--- src/verilog/swi_pkg.sv ---
`default_nettype none
package swi_pkg;
    typedef enum logic [1:0] {
        SWI_MODE_NORMAL,
        SWI_MODE_STANDBY,
        SWI_MODE_SLEEP
    } swi_mode_e;

    localparam int  SWI_CLK_FREQ_HZ       = 100_000_000;
    localparam int  SWI_WAKE_TO_POWER_US  = 50;
    localparam int  SWI_WAKE_TO_POWER_CYC =
        (SWI_CLK_FREQ_HZ / 1_000_000) * SWI_WAKE_TO_POWER_US;
    localparam int  SWI_SYNC_STAGES       = 2;
    localparam logic SWI_LEVEL_RECESSIVE  = 1'b1;
    localparam logic SWI_LEVEL_DOMINANT   = 1'b0;
    localparam logic SWI_EDGE_BOTH        = 1'b0;
    localparam logic SWI_EDGE_ONE         = 1'b1;
    localparam logic [1:0] SWI_SYNC_RESET = 2'h0;
endpackage : swi_pkg
`default_nettype wire

--- src/verilog/swi_sleep_wake_inhibit_control.sv ---
`timescale 1ns/10ps
`default_nettype none
module swi_sleep_wake_inhibit_control (
    // Clock and reset.
    input  wire logic core_clk,
    input  wire logic arst_n,
    // Mode control from the mode logic.
    input  wire logic sleep_req,
    input  wire logic standby_req,
    input  wire logic wake_flag_clear,
    input  wire logic edge_mode_one,
    input  wire logic edge_rising,
    // Wake sources.
    input  wire logic pin_triggered_rouse,
    input  wire logic bus_rouse_pattern,
    // Controller side.
    input  wire logic txd_in,
    input  wire logic txd_valid,
    input  wire logic bus_rx_level,
    output var  logic rxd_out,
    output var  logic txd_to_driver,
    // Power control.
    output var  logic system_power_enable_out,
    output var  logic system_power_enable_oe,
    output var  logic regulator_enable,
    output var  logic bus_monitor_enable,
    output var  logic wake_pending,
    output var  swi_pkg::swi_mode_e mode_state
);
    swi_pkg::swi_mode_e mode_reg;
    swi_pkg::swi_mode_e mode_next;
    // Synchronised wake inputs.
    logic lwu_sync;
    logic bus_sync;
    // Registered state and next values.
    logic lwu_prev_reg;
    logic lwu_prev_next;
    logic wake_reg;
    logic wake_next;
    logic reg_en_reg;
    logic reg_en_next;
    logic rxd_reg;
    logic rxd_next;
    logic txd_reg;
    logic txd_next;
    // Combinational wake decode.
    logic lwu_edge;
    logic wake_event;

    // Both pins arrive asynchronously.
    swi_sync u_lwu_sync (
        .core_clk  (core_clk),
        .arst_n    (arst_n),
        .async_in  (pin_triggered_rouse),
        .rst_level (1'b0),
        .sync_out  (lwu_sync)
    );

    // The bus wake detector runs in its own domain as well.
    swi_sync u_bus_sync (
        .core_clk  (core_clk),
        .arst_n    (arst_n),
        .async_in  (bus_rouse_pattern),
        .rst_level (1'b0),
        .sync_out  (bus_sync)
    );

    always_comb begin
        lwu_prev_next = lwu_sync;
        if (edge_mode_one == swi_pkg::SWI_EDGE_BOTH) begin
            lwu_edge = lwu_sync ^ lwu_prev_reg;
        end else if (edge_rising) begin
            lwu_edge = lwu_sync & ~lwu_prev_reg;
        end else begin
            lwu_edge = ~lwu_sync & lwu_prev_reg;
        end
        // Bus monitoring stays live in sleep; only sleep wakes count.
        wake_event = (mode_reg == swi_pkg::SWI_MODE_SLEEP) &&
                     (lwu_edge || bus_sync);
    end

    // Reset level matches the synchroniser so no false edge follows reset.
    always_ff @(posedge core_clk or negedge arst_n) begin
        if (!arst_n) begin
            lwu_prev_reg <= 1'b0;
        end else begin
            lwu_prev_reg <= lwu_prev_next;
        end
    end

    // Wakes land in standby; the controller chooses normal itself.
    always_comb begin
        mode_next = mode_reg;
        case (mode_reg)
            swi_pkg::SWI_MODE_NORMAL,
            swi_pkg::SWI_MODE_STANDBY: begin
                if (sleep_req) begin
                    mode_next = swi_pkg::SWI_MODE_SLEEP;
                end else if (standby_req) begin
                    mode_next = swi_pkg::SWI_MODE_STANDBY;
                end else begin
                    mode_next = swi_pkg::SWI_MODE_NORMAL;
                end
            end
            swi_pkg::SWI_MODE_SLEEP: begin
                // One cycle to wake keeps power-up far inside 50 us.
                if (wake_event) begin
                    mode_next = swi_pkg::SWI_MODE_STANDBY;
                end
            end
            default: begin
                mode_next = swi_pkg::SWI_MODE_STANDBY;
            end
        endcase
    end

    always_ff @(posedge core_clk or negedge arst_n) begin
        if (!arst_n) begin
            mode_reg <= swi_pkg::SWI_MODE_STANDBY;
        end else begin
            mode_reg <= mode_next;
        end
    end

    always_comb begin
        // Set wins over clear so a wake in the clear cycle is kept.
        if (wake_event) begin
            wake_next = 1'b1;
        end else if (wake_flag_clear) begin
            wake_next = 1'b0;
        end else begin
            wake_next = wake_reg;
        end
    end

    // The flag outlives the wake so a slow controller still sees it.
    always_ff @(posedge core_clk or negedge arst_n) begin
        if (!arst_n) begin
            wake_reg <= 1'b0;
        end else begin
            wake_reg <= wake_next;
        end
    end

    // Keyed off the next mode so the regulator turns with the mode.
    always_comb begin
        reg_en_next = (mode_next != swi_pkg::SWI_MODE_SLEEP);
    end

    always_ff @(posedge core_clk or negedge arst_n) begin
        if (!arst_n) begin
            reg_en_reg <= 1'b1;
        end else begin
            reg_en_reg <= reg_en_next;
        end
    end

    // A pending wake outranks the bus level so the output holds low.
    always_comb begin
        if (wake_next) begin
            rxd_next = swi_pkg::SWI_LEVEL_DOMINANT;
        end else if (mode_next == swi_pkg::SWI_MODE_SLEEP) begin
            rxd_next = swi_pkg::SWI_LEVEL_RECESSIVE;
        end else begin
            rxd_next = bus_rx_level;
        end
    end

    always_ff @(posedge core_clk or negedge arst_n) begin
        if (!arst_n) begin
            rxd_reg <= swi_pkg::SWI_LEVEL_RECESSIVE;
        end else begin
            rxd_reg <= rxd_next;
        end
    end

    always_comb begin
        // Floating or unpowered input resolves to recessive.
        txd_next = txd_valid ? txd_in : swi_pkg::SWI_LEVEL_RECESSIVE;
    end

    always_ff @(posedge core_clk or negedge arst_n) begin
        if (!arst_n) begin
            txd_reg <= swi_pkg::SWI_LEVEL_RECESSIVE;
        end else begin
            txd_reg <= txd_next;
        end
    end

    // The pin only ever drives high; release lets the load pull it low.
    assign system_power_enable_out = 1'b1;
    assign system_power_enable_oe  =
        (mode_reg != swi_pkg::SWI_MODE_SLEEP);
    assign regulator_enable   = reg_en_reg;
    assign bus_monitor_enable = 1'b1;
    assign rxd_out            = rxd_reg;
    assign txd_to_driver      = txd_reg;
    assign wake_pending       = wake_reg;
    assign mode_state         = mode_reg;
endmodule : swi_sleep_wake_inhibit_control
`default_nettype wire

--- src/verilog/swi_sync.sv ---
`timescale 1ns/10ps
`default_nettype none
module swi_sync (
    // Clock and reset.
    input  wire logic core_clk,
    input  wire logic arst_n,
    // Level in and out.
    input  wire logic async_in,
    input  wire logic rst_level,
    output var  logic sync_out
);
    logic [1:0] stage_reg;
    logic [1:0] stage_next;

    always_comb begin
        stage_next = {stage_reg[0], async_in};
    end

    // Reset value is a constant; the pin level is taken on later edges.
    always_ff @(posedge core_clk or negedge arst_n) begin
        if (!arst_n) begin
            stage_reg <= swi_pkg::SWI_SYNC_RESET;
        end else begin
            stage_reg <= stage_next;
        end
    end

    assign sync_out = stage_reg[1];
endmodule : swi_sync
`default_nettype wire

--- config.mk ---
export PLATFORM = sky130hd
export DESIGN_NAME = swi_sleep_wake_inhibit_control
export DESIGN_NICKNAME = d
export VERILOG_FILES = /design/src/verilog/swi_pkg.sv /design/src/verilog/swi_sleep_wake_inhibit_control.sv /design/src/verilog/swi_sync.sv
export SDC_FILE = /design/constraint.sdc
export NUM_CORES = 1
export LEC_CHECK = 0
export BUFFER_PORTS_ARGS = -buffer_cell sky130_fd_sc_hd__buf_2
export CAP_MARGIN = 20
export CORE_AREA = 2 2 39 41
export CTS_BUF_LIST = sky130_fd_sc_hd__clkbuf_2 sky130_fd_sc_hd__clkbuf_4 sky130_fd_sc_hd__clkbuf_8
export CTS_CLUSTER_DIAMETER = 200
export DETAILED_ROUTE_END_ITERATION = 8
export DIE_AREA = 0 0 41 43
export PLACE_DENSITY = 0.58
export RECOVER_POWER = 50
export SYNTH_ARGS = -nofsm -noshare
export SYNTH_HDL_FRONTEND = slang
export SYNTH_SLANG_ARGS = --single-unit
export TNS_END_PERCENT = 20
--- constraint.sdc ---
create_clock -name core_clk -period 1.8 [get_ports core_clk]
set_clock_uncertainty 0.15 [all_clocks]
set_input_delay 0.09 -clock core_clk [delete_from_list [all_inputs] [get_ports core_clk]]
set_output_delay 0.09 -clock core_clk [all_outputs]
set_load 0.01 [all_outputs]
# After elaboration in Yosys (flattened, before gate mapping)
# Cells that the tools add are included.
[totals] input_bits=12 register_bits=11 wordCells=33 output_inout_bits=9
[classes] bitwise=5 muxes=11 eq_ne=5 n_reduce_logical=4
[op_table] op="2-to-1 mux 1 bit" n=8
[op_table] op="equality test 2 bit, second input constant" n=2
[op_table] op="2-to-1 mux 2 bit" n=2
[op_table] op="inequality test 2 bit, second input constant" n=2
[op_table] op="case mux 2 bit (2 select lines)" n=1
[op_table] op="bitwise AND 1 bit" n=2
[op_table] op="equality test 2 x 1 -> 1 bit, second input constant" n=1
[op_table] op="logical NOT 2 bit" n=1
[op_table] op="inverter 1 bit" n=2
[op_table] op="OR reduction 2 bit" n=1
[op_table] op="logical AND 1 bit" n=1
[op_table] op="logical OR 1 bit" n=1
[op_table] op="XOR 1 bit" n=1

# Longest topological paths before layout
[logic_depth] ltp_word=11 ltp_mapped=5 depth_no_buf=5

# Modules after synthesis
# A second synthesis with hierarchy kept.
[hier_totals] hier_cells=36 area_unflattened_um2=449.2
[modules_own_cells] module="swi_sleep_wake_inhibit_control" n_inst=1 cells_each=32 area_per_inst_um2=349.1 seq_area_each_um2=180.2
[modules_own_cells] module="swi_sync" n_inst=2 cells_each=2 area_per_inst_um2=50.0 seq_area_each_um2=50.0

# Least setup slack after synthesis
# Ideal clock, no wire load.
[synth_timing] path_type="register -> register" startpoint="register lwu_prev_reg" endpoint="register mode_reg[1] (netlist: mode_state[1])" slack_ns=0.479 t_required_ns=1.532 n_path_buf=0 period_less_slack_ns=1.321 t_arrival_ns=1.053 stages_incl_launch_ff=5 setup_time_ns=0.118 cell_sequence="dfrtp_1 inv_1 ha_1 a22o_2 a21o_1"
[synth_via] elab_chain_len=8 elab_cells_between_ends=10 classes_between="4 x mux; 4 x bitwise; 2 x reduce/logical"
[synth_lines] item="from (decl)" line="swi_sleep_wake_inhibit_control.sv:36" text="logic lwu_prev_reg;"
[synth_lines] item="from (signal assigned)" line="swi_sleep_wake_inhibit_control.sv:87" text="lwu_prev_reg <= lwu_prev_next;"
[synth_lines] item="inverter 1 bit" line="swi_sleep_wake_inhibit_control.sv:73" text="lwu_edge = lwu_sync & ~lwu_prev_reg;"
[synth_lines] item="bitwise AND 1 bit" line="swi_sleep_wake_inhibit_control.sv:73"
[synth_lines] item="2-to-1 mux 1 bit" line="swi_sleep_wake_inhibit_control.sv:72" text="end else if (edge_rising) begin"
[synth_lines] item="2-to-1 mux 1 bit *" line="swi_sleep_wake_inhibit_control.sv:70" text="if (edge_mode_one == swi_pkg::SWI_EDGE_BOTH) begin"
[synth_lines] item="logical OR 1 bit *" line="swi_sleep_wake_inhibit_control.sv:79" text="(lwu_edge || bus_sync);"
[synth_lines] item="logical AND 1 bit *" line="swi_sleep_wake_inhibit_control.sv:78" text="wake_event = (mode_reg == swi_pkg::SWI_MODE_SLEEP) &&"
[synth_lines] item="2-to-1 mux 2 bit *" line="swi_sleep_wake_inhibit_control.sv:107" text="if (wake_event) begin"
[synth_lines] item="case mux 2 bit (2 select lines) *" line="swi_sleep_wake_inhibit_control.sv:94" text="case (mode_reg)"
[synth_lines] item="named net mode_next[1]" line="swi_sleep_wake_inhibit_control.sv:31" text="swi_pkg::swi_mode_e mode_next;"
[synth_lines] item="to (signal assigned)" line="swi_sleep_wake_inhibit_control.sv:119" text="mode_reg <= swi_pkg::SWI_MODE_STANDBY;"
[synth_lines] item="to (signal assigned)" line="swi_sleep_wake_inhibit_control.sv:121" text="mode_reg <= mode_next;"
[synth_lines] item="to (decl)" line="swi_sleep_wake_inhibit_control.sv:30" text="swi_pkg::swi_mode_e mode_reg;"
# Mark *: on every way through the listed nets, which the timed path passes. The rest lies on a longest branch.

# Final worst setup path
[layout_timing] startpoint="input port standby_req" endpoint="register mode_reg[0] (netlist: mode_state[0])"
[layout_via] elab_chain_len=3
[layout_lines] item="from (decl)" line="swi_sleep_wake_inhibit_control.sv:9" text="input wire logic standby_req,"
[layout_lines] item="2-to-1 mux 1 bit" line="swi_sleep_wake_inhibit_control.sv:99" text="end else if (standby_req) begin"
[layout_lines] item="2-to-1 mux 2 bit" line="swi_sleep_wake_inhibit_control.sv:97" text="if (sleep_req) begin"
[layout_lines] item="case mux 2 bit (2 select lines)" line="swi_sleep_wake_inhibit_control.sv:94"
[layout_lines] item="named net mode_next[0]" line="swi_sleep_wake_inhibit_control.sv:31"
# The timed path passes the listed nets, and every way through them passes these cells.

==> impl_results.md <==
- Status: complete, no violations
- Detailed Route WL: ~690 um
- Final setup viols: 0
- Synth top area share: 0.393
- Mapped Area: 445 um^2
- CTS tree: built
- Routability Congestion: 0.696
- Layout Cells excl Fill: 80
- Post-CTS setup buffers: 0
- Tightest Pin Transition: around 0.55 ns
- Worst reg-to-reg path cell count: 4
- Clock transition at path regs: 0.07 ns
- Number of fill cells: 132
- Syn Area/Cell: 12.7 um^2
- GRT overflow: 0
- WHS Endpoint: regulator_enable
- RSZ-0062 raised after global routing: no
- Slowest-stage cell, CP: dlygate4sd3_1
- Initial antenna violation count: 0
- DR WL/cell: between 8 and 9 um
- Final #Nets: 79
- Reg2reg end: mode_state[1]
- Post-route ant nets: 0
- Die width: 41 um
- Comb pwr share: 0.186
- First drt pass iteration count: 3
- Delay-heaviest family, CP: buffers and inverters
- Critical path peak fanout: 1
- Crit path cell chain: dlygate4sd3_1 -> buf_2 -> a21oi_1 -> dlygate4sd3_1 -> a21oi_1
- Most frequent cell after synthesis: dfrtp_1
- Die Ht: 43 um
- Clk_lat worst skew: 0.26 ns
- Yosys warning count: 0
- CTS sink cnt: 11
- Setup CP Type: input port to flop
- Sequential power share: 0.508
- DR vias: 346
- DR iter-0 viols: 3
- Antenna cells: 0
- Tmin final: roughly 1.4 ns
- Placed Instances: 68
- Slew Viols, Final: 0
- NetSw: 135 uW
- Final period util: 0.779
- Proportion of layout cells with a drive suffix above 1: 0.438
- Total GRT Usage: 0.106
- Vias in the first global route: 329
- Fmax: around 710 MHz
- Setup TNS: 0 ns
- Part of the Yosys area used for sequential elements: 0.629
- Leakage: 0.000329 uW
- Hold path depth: 3
- I/O Buffers: 18
- Leading area contributor after synthesis: dfrtp_1
- CTS H-tree depth: 1
- Pre-CTS setup slack: 0.417 ns
- Root Driver: clkbuf_4
- Cells after Synth: 35
- Cts bufs inserted: 3
- Die Area: 1760 um^2
- Worst hold path type: input port to flop
- DP HPWL: roughly 520 um
- Path length in cells of the critical path: 5
- Flops & latches, synth: 11
- Clk buf depth: 2
- # Max-Cap Violations: 0
- Distinct cells, synth: 18
- Power Density: about 870 nW/um^2
- Post-synth EDFFs: 0
- Crit end category: flop
- FF-to-FF setup slack: 0.41 ns
- Cell Int Power: 437 uW
- Buffers & Inverters on Critical Path: 3
- Worst relative slew slack: 0.635
- Switching Share: 0.236
- PnR worst setup slack: 0.397 ns
- Via density: roughly 4.3
- Ranking of synthesized cells by area: dfrtp_1, dfstp_2, ha_1
- Layout area overhead: 46.6%
- Largest net degree at the start of global routing: 12
- # rows: 14
- Startpoint of the worst hold path: sleep_req
- Final Power: around 570 uW
- Max incr delay on CP: 0.56 ns
- Final hold viol count: 0
- Top_reg_cell synth: dfrtp_1
- Commonest cells in the synthesized netlist: dfrtp_1, dfstp_2, inv_1
- FFs w/ async S/R, synth: 1.00
- Worst R2R Start: lwu_prev_reg
- Core area: 1380 um^2
- DRC viols: 0
- Worst EP required: roughly 1.8 ns
- Worst Path Arrival: ~1.4 ns
- # IOs: 21
- Clock Power Share: 0.306
- Starting Density: 0.322
- Worst VDD drop: 0.000465 V
- Startpoint types: input port
- First-pass GRT wire length: 1.23 mm
[worst reg2reg max path, cell delays in order (launching register included)]
cell and delay [ns]:
dfrtp_1 0.35, inv_1 0.04, ha_1 0.28, a22o_2 0.27, a21o_1 0.19
[timing repair]
item | in CTS | in global routing
resized for setup | 0 | 0
hold buffers | 8 | 0
endpoints found under the hold margin | 17 | 0
[per-stage QoR]
stage / utilization / instance area (um^2) / hold WS (ns)
CTS: 0.473 / 654 / 0.00348
finish: 0.472 / 653 / 0.0185
detailed placement: 0.393 / 544 / -0.185
global placement: 0.393 / 544 / -0.185
floorplan: - / 449 / -0.356
global route: 0.472 / 653 / 0.0207
[power by group through the flow]
| stage | clock network [uW] | registers [uW] | logic (uW) |
|---|---|---|---|
| detailed placement | 0 | 295 | 92.3 |
| finish | 175 | 290 | 106 |
| global route | 200 | 294 | 120 |
| floorplan | 0 | 305 | 43.7 |
| CTS | 181 | 291 | 108 |
| global placement | 0 | 294 | 91.6 |
[cells in the final DEF, fill, tap and decap left out, types with 2 or more instances in the layout]
cell	count
dfstp_2	4
clkbuf_4	4
a21oi_1	3
nor2b_1	2
dfrtp_1	7
ha_1	2
dlygate4sd3_1	8
buf_2	17
inv_1	4
conb_1	2
[worst max-delay path by stage]
stage / startpoint / end / slack [ns]
after global routing: standby_req / mode_state[0] / 0.36
after floorplan: lwu_prev_reg / mode_state[1] / 0.48
after detailed placement: lwu_prev_reg / mode_state[1] / 0.42
after global placement: u_lwu_sync.stage_reg[1] / mode_state[1] / 0.46
final: standby_req / mode_state[0] / 0.40
after CTS: standby_req / mode_state[0] / 0.40
[per-layer routing]
layer  up-vias  share of wire  track usage
li1        172              -            -
met1       161           0.37        0.105
met2        13           0.56        0.181
met3         0          0.073       0.0628
met4         0              0       0.0200
met5         -              0            0
[cell type report]
| type | count | area [um^2] | share of cell area |
|---|---|---|---|
| multi-input cells | 18 | 135 | 0.207 |
| clock buffers | 4 | 30.0 | 0.0460 |
| flip-flops and latches | 11 | 280 | 0.429 |
| inverters | 5 | 18.8 | 0.0287 |
| repair buffers | 26 | 169 | 0.259 |
| well taps | 16 | 20.0 | 0.0307 |
[cells by family after synthesis]
logic type	synth area share
DFF	0.629
and+or+nand+nor	0.0955
other	0.00842
muxes	0.0225
AOI/OAI and AO/OA	0.112
adders and majority gates	0.0562
buffers and inverters	0.0758
(Power assumes the default switching activity.)
